### config.mk
export PLATFORM = sky130hd
export DESIGN_NAME = pcd_regs
export DESIGN_NICKNAME = d
export VERILOG_FILES = /design/src/verilog/pcd_pkg.sv /design/src/verilog/pcd_timer.sv /design/src/verilog/pcd_regs.sv
export SDC_FILE = /design/constraint.sdc
export NUM_CORES = 1
export LEC_CHECK = 0
export BUFFER_PORTS_ARGS = -buffer_cell sky130_fd_sc_hd__buf_2
export CORE_MARGIN = 4
export CORE_UTILIZATION = 50
export CTS_CLUSTER_DIAMETER = 150
export CTS_CLUSTER_SIZE = 24
export DETAILED_ROUTE_END_ITERATION = 16
export PLACE_DENSITY_LB_ADDON = 0.1
export SETUP_SLACK_MARGIN = 0.05
export SLEW_MARGIN = 5
export SYNTH_ARGS = -nofsm -noshare
export SYNTH_HDL_FRONTEND = slang
export SYNTH_SLANG_ARGS = --single-unit
export TNS_END_PERCENT = 30
### constraint.sdc
create_clock -name clk -period 3.2 [get_ports clk]
set_input_delay 0.64 -clock clk [delete_from_list [all_inputs] [get_ports clk]]
set_output_delay 0.64 -clock clk [all_outputs]
set_load 0.05 [all_outputs]
### src/verilog/pcd_pkg.sv
// Constants, layouts and types for the cable diagnostic register bank.
// Assumes a 100 MHz clock and a plain management register port.
// Behaviour
// - Eight-bit page selector: zero shows copper view, one serial view; resets zero.
// - Two-bit pair selector picks pair A-D for diagnostic results; resets 00, kept.
// - Three-bit amplitude code, 0.50 V to 0.85 V; resets 010, survives software reset.
// - With bypass enabled, serial link comes up after 200 ms without negotiation.
// - Bypass status reads one if link came up by timer, zero if negotiated.
// - Diagnostic enable starts the cable test only while the copper link is down.
// - Status field: 11 fail, 10 open, 01 short, 00 none on selected pair.
// - Five-bit magnitude linear: 11111 is +1 V, 10000 0 V, 00000 -1 V.
// - Eight-bit distance; metres equal 13/16 times field plus 32.
// - Distance reads all zeros when status is 00 (no fault found); a fail result keeps its distance.
package pcd_pkg;
  localparam logic [4:0] ADDR_DIAG_SEL = 5'h16;
  localparam logic [4:0] ADDR_EXT_CTL3 = 5'h1A;
  localparam logic [4:0] ADDR_EXT_STAT2 = 5'h1B;
  localparam logic [4:0] ADDR_DIAG_RES = 5'h1C;

  localparam logic [7:0] PAGE_COPPER = 8'h00;
  localparam logic [7:0] PAGE_SERIAL = 8'h01;
  localparam logic [7:0] RST_PAGE = 8'h00;
  localparam logic [4:0] RST_CTL3_UPPER = 5'h01;
  localparam logic [2:0] RST_AMP = 3'h2;
  localparam logic [2:0] RST_STAT2_TOP = 3'h4;
  localparam logic [10:0] RST_STAT2_LOW = 11'h088;
  localparam logic RST_BYPASS_EN = 1'b1;

  localparam int BIT_DIAG_EN = 15;
  localparam int BIT_BYPASS_EN = 12;
  localparam int BIT_BYPASS_STAT = 11;

  localparam logic [1:0] ST_NONE = 2'h0;
  localparam logic [1:0] ST_SHORT = 2'h1;
  localparam logic [1:0] ST_OPEN = 2'h2;
  localparam logic [1:0] ST_FAIL = 2'h3;

  localparam int CLK_MHZ = 100;
  localparam int BYPASS_MS = 200;
  localparam int BYPASS_CYCLES = BYPASS_MS * 1000 * CLK_MHZ;

  // One pair's result as the test engine delivers it
  typedef struct packed {
    logic [1:0] status;
    logic [4:0] magnitude;
    logic [7:0] distance;
  } pcd_result_t;

  typedef enum logic [1:0] {
    PCD_SER_DOWN = 2'b00,
    PCD_SER_NEG = 2'b01,
    PCD_SER_BYPASS = 2'b10
  } pcd_ser_t;
endpackage : pcd_pkg

### src/verilog/pcd_timer.sv
// Run-gated counter that flags expiry after LIMIT cycles of run.
// Assumes run comes from logic on the same clock.
`timescale 1ns/10ps
module pcd_timer
  import pcd_pkg::*;
#(
  parameter int WIDTH = 25,
  parameter int LIMIT = BYPASS_CYCLES
)
(
  input wire logic clk,
  input wire logic nrst,
  input wire logic ce,
  input wire logic run,
  output logic expired
);
  logic [WIDTH-1:0] count;
  logic [WIDTH-1:0] next_count;
  logic next_expired;

  always_comb
  begin
    next_count = count;
    next_expired = expired;
    if (!run)
    begin
      next_count = '0;
      next_expired = 1'b0;
    end
    else if (count == WIDTH'(LIMIT - 1))
      next_expired = 1'b1;
    else
      next_count = count + WIDTH'(1);
  end

  always_ff @(posedge clk)
  begin
    if (!nrst)
    begin
      count <= '0;
      expired <= 1'b0;
    end
    else if (ce)
    begin
      count <= next_count;
      expired <= next_expired;
    end
  end
endmodule : pcd_timer

### src/verilog/pcd_regs.sv
// Cable diagnostic and serial-side management registers.
// Assumes an external test engine and link state pins outside the clock domain.
`timescale 1ns/10ps
module pcd_regs
  import pcd_pkg::*;
#(
  parameter int BYPASS_LIMIT = BYPASS_CYCLES,
  parameter int TIMER_WIDTH = 25
)
(
  input wire logic clk,
  input wire logic nrst,
  input wire logic ce,
  input wire logic sw_reset,
  input wire logic [4:0] addr,
  input wire logic [15:0] wdata,
  input wire logic wr,
  input wire logic rd,
  output logic [15:0] rdata,
  input wire logic copper_link_pin,
  input wire logic serdes_signal_pin,
  input wire logic serdes_an_done_pin,
  input wire logic test_done,
  input wire pcd_result_t [3:0] test_result,
  output logic test_run,
  output logic serial_view,
  output logic [2:0] rx_amp_code,
  output logic serdes_link_up
);
  logic [2:0] sync_a;
  logic [2:0] sync_b;
  logic link_q;
  logic sig_q;
  logic an_q;
  logic expired;

  logic [7:0] page;
  logic [4:0] ctl3_upper;
  logic [2:0] amp;
  logic [10:0] stat2_low;
  logic bypass_en;
  logic bypass_stat;
  pcd_ser_t ser_state;
  logic diag_en;
  pcd_result_t [3:0] result;

  logic [7:0] next_page;
  logic [4:0] next_ctl3_upper;
  logic [2:0] next_amp;
  logic [10:0] next_stat2_low;
  logic next_bypass_en;
  logic next_bypass_stat;
  pcd_ser_t next_ser_state;
  logic next_diag_en;
  pcd_result_t [3:0] next_result;
  logic next_serial_view;
  logic [15:0] next_rdata;
  pcd_result_t shown;

  // Two-stage synchronisers; only the second stage is read
  always_ff @(posedge clk)
  begin
    if (!nrst)
    begin
      sync_a <= '0;
      sync_b <= '0;
    end
    else if (ce)
    begin
      sync_a <= {serdes_an_done_pin, serdes_signal_pin, copper_link_pin};
      sync_b <= sync_a;
    end
  end
  assign link_q = sync_b[0];
  assign sig_q = sync_b[1];
  assign an_q = sync_b[2];

  pcd_timer #(
    .WIDTH(TIMER_WIDTH),
    .LIMIT(BYPASS_LIMIT)
  ) u_bypass_timer (
    .clk(clk),
    .nrst(nrst),
    .ce(ce),
    .run(ser_state == PCD_SER_DOWN && sig_q && bypass_en && !an_q),
    .expired(expired)
  );

  // Selected pair; pair select shares the low page bits
  always_comb
  begin
    shown = result[page[1:0]];
  end

  always_comb
  begin
    next_page = page;
    next_ctl3_upper = ctl3_upper;
    next_amp = amp;
    next_stat2_low = stat2_low;
    next_bypass_en = bypass_en;
    next_bypass_stat = bypass_stat;
    next_ser_state = ser_state;
    next_diag_en = diag_en;
    next_result = result;
    if (wr)
    begin
      case (addr)
        ADDR_DIAG_SEL: next_page = wdata[7:0];
        // Upper bits stored as written; software must echo them
        ADDR_EXT_CTL3:
        begin
          next_ctl3_upper = wdata[7:3];
          next_amp = wdata[2:0];
        end
        ADDR_EXT_STAT2:
        begin
          next_bypass_en = wdata[BIT_BYPASS_EN];
          next_stat2_low = wdata[10:0];
        end
        ADDR_DIAG_RES:
        begin
          if (!wdata[BIT_DIAG_EN])
            next_diag_en = 1'b0;
          else if (!link_q && !diag_en)
          begin
            // Start refused while link is up
            next_diag_en = 1'b1;
            next_result = '0;
          end
        end
        default: ;
      endcase
    end
    if (diag_en && test_done)
    begin
      next_diag_en = 1'b0;
      for (int i = 0; i < 4; i++)
      begin
        next_result[i] = test_result[i];
        if (test_result[i].status == ST_NONE)
          next_result[i].distance = '0;
      end
    end
    case (ser_state)
      PCD_SER_DOWN:
      begin
        if (sig_q && an_q)
        begin
          next_ser_state = PCD_SER_NEG;
          next_bypass_stat = 1'b0;
        end
        else if (sig_q && bypass_en && expired)
        begin
          next_ser_state = PCD_SER_BYPASS;
          next_bypass_stat = 1'b1;
        end
      end
      PCD_SER_NEG,
      PCD_SER_BYPASS:
        if (!sig_q)
          next_ser_state = PCD_SER_DOWN;
      default: next_ser_state = PCD_SER_DOWN;
    endcase
    // Software reset drops the test and its results; selectors are kept
    if (sw_reset)
    begin
      next_diag_en = 1'b0;
      next_result = '0;
    end
    next_serial_view = (next_page == PAGE_SERIAL);
  end

  always_comb
  begin
    next_rdata = '0;
    if (rd)
    begin
      case (addr)
        ADDR_DIAG_SEL: next_rdata = {8'h00, page};
        ADDR_EXT_CTL3: next_rdata = {8'h00, ctl3_upper, amp};
        ADDR_EXT_STAT2: next_rdata = {RST_STAT2_TOP, bypass_en, bypass_stat, stat2_low};
        ADDR_DIAG_RES: next_rdata = {diag_en, shown};
        default: next_rdata = '0;
      endcase
    end
  end

  always_ff @(posedge clk)
  begin
    if (!nrst)
    begin
      page <= RST_PAGE;
      ctl3_upper <= RST_CTL3_UPPER;
      amp <= RST_AMP;
      stat2_low <= RST_STAT2_LOW;
      bypass_en <= RST_BYPASS_EN;
      bypass_stat <= 1'b0;
      ser_state <= PCD_SER_DOWN;
      diag_en <= 1'b0;
      result <= '0;
      serial_view <= 1'b0;
      rdata <= '0;
    end
    else if (ce)
    begin
      page <= next_page;
      ctl3_upper <= next_ctl3_upper;
      amp <= next_amp;
      stat2_low <= next_stat2_low;
      bypass_en <= next_bypass_en;
      bypass_stat <= next_bypass_stat;
      ser_state <= next_ser_state;
      diag_en <= next_diag_en;
      result <= next_result;
      serial_view <= next_serial_view;
      rdata <= next_rdata;
    end
  end

  assign test_run = diag_en;
  assign rx_amp_code = amp;
  assign serdes_link_up = (ser_state != PCD_SER_DOWN);

  a_view_decode: assert property (@(posedge clk) disable iff (!nrst)
    serial_view == (page == PAGE_SERIAL))
    else $error("page view decode wrong");

  a_pair_read: assert property (@(posedge clk) disable iff (!nrst)
    ce && rd && addr == ADDR_DIAG_RES |=> rdata[14:0] == $past(result[page[1:0]]))
    else $error("result read not from selected pair");

  a_amp_kept: assert property (@(posedge clk) disable iff (!nrst)
    ce && sw_reset && !wr |=> rx_amp_code == $past(amp))
    else $error("amplitude lost on software reset");

  a_bypass_up: assert property (@(posedge clk) disable iff (!nrst)
    ce && ser_state == PCD_SER_DOWN && sig_q && bypass_en && expired && !an_q
    |=> serdes_link_up && bypass_stat)
    else $error("bypass expiry did not raise link");

  a_neg_status: assert property (@(posedge clk) disable iff (!nrst)
    ser_state == PCD_SER_NEG |-> !bypass_stat)
    else $error("bypass status set after negotiation");

  a_start_refused: assert property (@(posedge clk) disable iff (!nrst)
    ce && !diag_en && $rose(diag_en) == 1'b0 && wr && addr == ADDR_DIAG_RES && link_q
    |=> !diag_en)
    else $error("test started with link up");

  a_dist_zero: assert property (@(posedge clk) disable iff (!nrst)
    ce && diag_en && test_done && test_result[page[1:0]].status == ST_NONE && !sw_reset
    && page == $past(page) ##1 page == $past(page) |-> shown.distance == 8'h00)
    else $error("distance not zero without fault");

  a_result_hold: assert property (@(posedge clk) disable iff (!nrst)
    !diag_en && !sw_reset && !(wr && addr == ADDR_DIAG_RES) |=> result == $past(result))
    else $error("results changed while idle");

  a_result_take: assert property (@(posedge clk) disable iff (!nrst)
    ce && diag_en && test_done && !sw_reset
    |=> result[0].status == $past(test_result[0].status) && !diag_en)
    else $error("results not captured at test end");

  a_page_write: assert property (@(posedge clk) disable iff (!nrst)
    ce && wr && addr == ADDR_DIAG_SEL |=> page == $past(wdata[7:0]))
    else $error("page selector write lost");

  a_pair_kept: assert property (@(posedge clk) disable iff (!nrst)
    ce && sw_reset && !wr |=> page == $past(page))
    else $error("pair selector lost on software reset");

  a_amp_write: assert property (@(posedge clk) disable iff (!nrst)
    ce && wr && addr == ADDR_EXT_CTL3 |=> rx_amp_code == $past(wdata[2:0]))
    else $error("amplitude write lost");

  a_bypass_wait: assert property (@(posedge clk) disable iff (!nrst)
    ce && ser_state == PCD_SER_DOWN && !expired && !an_q |=> !serdes_link_up)
    else $error("serial link up before timer or negotiation");

  a_bypass_flag: assert property (@(posedge clk) disable iff (!nrst)
    ser_state == PCD_SER_BYPASS |-> bypass_stat)
    else $error("bypass status clear on timer bring-up");

  a_start_ok: assert property (@(posedge clk) disable iff (!nrst)
    ce && !diag_en && !link_q && !sw_reset && wr && addr == ADDR_DIAG_RES
    && wdata[BIT_DIAG_EN] |=> diag_en && result == '0)
    else $error("test start refused with link down");

  a_mag_take: assert property (@(posedge clk) disable iff (!nrst)
    ce && diag_en && test_done && !sw_reset
    |=> result[0].magnitude == $past(test_result[0].magnitude))
    else $error("magnitude not captured at test end");

  a_dist_take: assert property (@(posedge clk) disable iff (!nrst)
    ce && diag_en && test_done && !sw_reset && test_result[1].status != ST_NONE
    |=> result[1].distance == $past(test_result[1].distance))
    else $error("distance not captured at test end");

  a_sw_clear: assert property (@(posedge clk) disable iff (!nrst)
    ce && sw_reset |=> !diag_en && result == '0)
    else $error("software reset left test or results");
endmodule : pcd_regs

==> impl_results.md <==
* Status: finished, final reports clean
* Syn Nets at 796
* Placed cell areas at 6950 um2
* Initial antenna violation count at 0
* Total congestion overflow at 0
* Storage cell area at 2820 um2
* Boundary Pins at 113
* Largest net degree at the start of global routing at 65
* Logic pwr share at 0.057
* Antenna Nets Post-Route at 0
* Hold endpoint: result[37]
* Mean Syn Cell Area at 8.88 um2
* Final setup margin at 737 ps
* Antenna cells at 0
* Largest area contributor in the netlist: dfxtp_1
* Multi-input gate area in the final layout at 3180 um2
* Cts bufs inserted at 17
* # fillers at 1,112
* Slew margin rel. at 0.327
* Average vias per placed instance at 5.76
* First-pass GRT wire length at 27,100 um
* Effective utilization at floorplan at 0.515
* Post-Layout Cell Count at 977
* Int Power at 3.11 mW
* Final Cell Area at 7550 um2
* Hold_sp: test_result[37]
* Synth Cell Area at 6240 um2
* Fin util at 0.623
* Switching share of total power at 0.219
* CTS Buffer Depth at 2
* Worst path slowest cell: o31ai_4
* Power share of the clock group at 0.497
* Cell variety after synth at 60
* Gate Count Post-Synth at 703
* Drt total wl at 16,600 um
* DR WL/cell at 17.0 um
* Post-CTS sizing at 0
* Pwr Density at 527 nW/um2
* Top cells by count, synth: 141 x dfxtp_1, 104 x nand3_1, 99 x nand2_1, 54 x nor2_1, 43 x a21oi_1
* Detailed Route Iter0 Violations at 452
* Slew Viols, Final at 0
* Fin Hold WS at 432 ps
* Total GRT Usage at 0.236
* Max Clock Freq at 0.406 GHz
* DP Wirelength at 11,800 um
* Critical path class: register to register
* Layout area overhead at 20.9%
* # placed instances at 945
* Hold WC Path Type: primary input to register
* Die width at 120 um
* RSZ-0062 raised after global routing: false
* Row cnt at 40
* H-tree levels at 4
* Pre-CTS setup slack at 723 ps
* Sequential share of the synthesized area at 0.452
* Hold depth at 3
* Vias in the first global route at 5,433
* Share of cells above drive strength 1 at 0.244
* Count leader, synth: dfxtp_1
* Die Height at 120 um
* Number of synthesized flops with an enable pin at 0
* CORE AREA at 12,100 um2
* Critical Path End Type: register
* Max_cap viols at 0
* CTS tree: done
* Psw at 0.872 mW
* Worst path cell trace: ha_1 -> nand2_1 -> or4_4 -> o31ai_4 -> o21ai_1 -> a21oi_2
* Clk sinks at 141
* Max Fanout on Critical Path at 24
* Hold_buf cts at 0
* Peak VDD IR at 320 uV
* Worst reg2reg setup slack at 740 ps
* Routability cong. at 0.834
* Leakage power at 3.04 nW
* #FFs+latches synth at 141
* Total Power at 3.98 mW
* Largest cells by area after synthesis: dfxtp_1 45%, nand3_1 8.3%, nand2_1 6.0%
* R2R cell count at 6
* Slew @ Worst Pin at 1010 ps
* Root Driver: clkbuf_16
* Critical Path RT at 3550 ps
* Die Area at 14,300 um2
* CP startpoint kind: register
* Final setup viols at 0
* Top_reg_cell synth: dfxtp_1
* Setup TNS at 0 ps
* Period Utilization, post-route at 0.770
* Period minus WS final at 2460 ps
* Final Skew at 7.02 ps
* Reg power frac at 0.446
* Slowest stage delay, CP at 720 ps
* Clk pin slew, worst setup/hold paths at 60 ps
* Final Hold Fails at 0
* Fin nets at 889
* I/O Buffers at 109
* Pre-antenna DRT Iters at 7
* Arrival time worst endpoint at 2810 ps
* Detailed-route DRC error count at 0
* Ys async rst share at 0
* FF-to-FF Start: u_bypass_timer.count[0]
* Top cell type's share of synthesized area at 0.452
* Setup bufs post-CTS at 0
* Skew-Pair Late Insertion Delay at 410 ps
* Number of synthesis warnings at 0
* Reg2reg end: u_bypass_timer.count[3]
* Via count at 5,625
-- cell usage in the layout, fill, tap and decap left out, types with 3 or more instances in the layout --
| master | synthesis | layout |
|---|---|---|
| mux2_2 | 10 | 10 |
| buf_2 | 6 | 109 |
| buf_4 | 0 | 14 |
| xnor2_1 | 6 | 6 |
| a21oi_1 | 43 | 43 |
| nor4b_1 | 4 | 3 |
| mux4_2 | 14 | 14 |
| o21ai_1 | 3 | 4 |
| nor2_1 | 54 | 54 |
| nor4_1 | 8 | 8 |
| inv_1 | 11 | 10 |
| nor3_1 | 6 | 6 |
| nand4_1 | 10 | 10 |
| or3_1 | 6 | 6 |
| nand3_1 | 104 | 104 |
| nand2_1 | 99 | 99 |
| a22o_1 | 11 | 11 |
| a222oi_1 | 7 | 7 |
| dfxtp_1 | 141 | 141 |
| clkinv_2 | 0 | 6 |
| mux2i_1 | 34 | 34 |
| xor2_1 | 4 | 4 |
| and2_1 | 3 | 3 |
| or4_1 | 8 | 8 |
| clkbuf_16 | 0 | 17 |
| a21oi_2 | 5 | 5 |
| o21ai_0 | 13 | 12 |
| o211ai_1 | 3 | 3 |
| bufinv_16 | 0 | 3 |
| and4_1 | 3 | 3 |
| o31ai_1 | 5 | 5 |
-- flip-flops by register name, summed over array words and instances, names as in the netlist --
signal                  flops
result                     60
u_bypass_timer.count       25
rdata                      16
stat2_low                  11
page                        8
ctl3_upper                  5
rx_amp_code                 3
sync_a                      3
sync_b                      3
ser_state                   2
bypass_en                   1
bypass_stat                 1
serial_view                 1
test_run                    1
u_bypass_timer.expired      1
-- cell type report --
| cell class | instances | area share |
|---|---|---|
| clock buffer | 20 | 0.0605 |
| multi-input combinational | 499 | 0.421 |
| tap | 168 | 0.0278 |
| sequential | 141 | 0.374 |
| timing repair buffer | 125 | 0.0915 |
| clock inverter | 12 | 0.0191 |
| inverter | 12 | 0.00597 |
-- worst max path at each step --
stage,startpoint,to,slack [ps]
3_5_place_dp,addr[0],result[15],720
3_3_place_gp,addr[0],result[46],730
4_1_cts,u_bypass_timer.count[0],u_bypass_timer.count[3],710
6_report,u_bypass_timer.count[0],u_bypass_timer.count[3],740
2_1_floorplan,ser_state[0],u_bypass_timer.count[16],1040
5_1_grt,u_bypass_timer.count[0],u_bypass_timer.count[3],550
-- power groups by stage --
stage	Sequential (mW)	Combinational (mW)	Clock (mW)
2_1_floorplan	1.82	0.113	0
3_3_place_gp	1.81	0.221	0
3_5_place_dp	1.81	0.225	0
4_1_cts	1.77	0.226	2.01
5_1_grt	1.78	0.247	2.09
6_report	1.77	0.228	1.97
-- kinds of logic (layout without fill, tap and decap cells) --
group | after synthesis | in the layout | share of synthesized area
compound gates | 108 | 108 | 0.117
xor+xnor | 10 | 10 | 0.0140
fa+ha+maj | 2 | 2 | 0.00401
buf+inv | 63 | 169 | 0.0429
flops | 141 | 141 | 0.452
mux | 58 | 58 | 0.123
simple gates | 321 | 321 | 0.246
-- layer usage --
layer  share of wire  vias up  track usage  wire (um)
met5               0        -            0          0
met4           0.012        0       0.0787        205
met3           0.064       22       0.0528       1070
met2            0.45      187        0.353       7430
met1            0.48     2689        0.338       7920
li1                -     2727            -          -
-- worst max-delay path, delay by kind of cell (launching register included) --
kind | cells | cell delay, ps
simple gates | 2 | 680
flops | 1 | 420
compound gates | 3 | 1060
fa+ha+maj | 1 | 240
No activity file was read; power rests on OpenSTA's default activity.
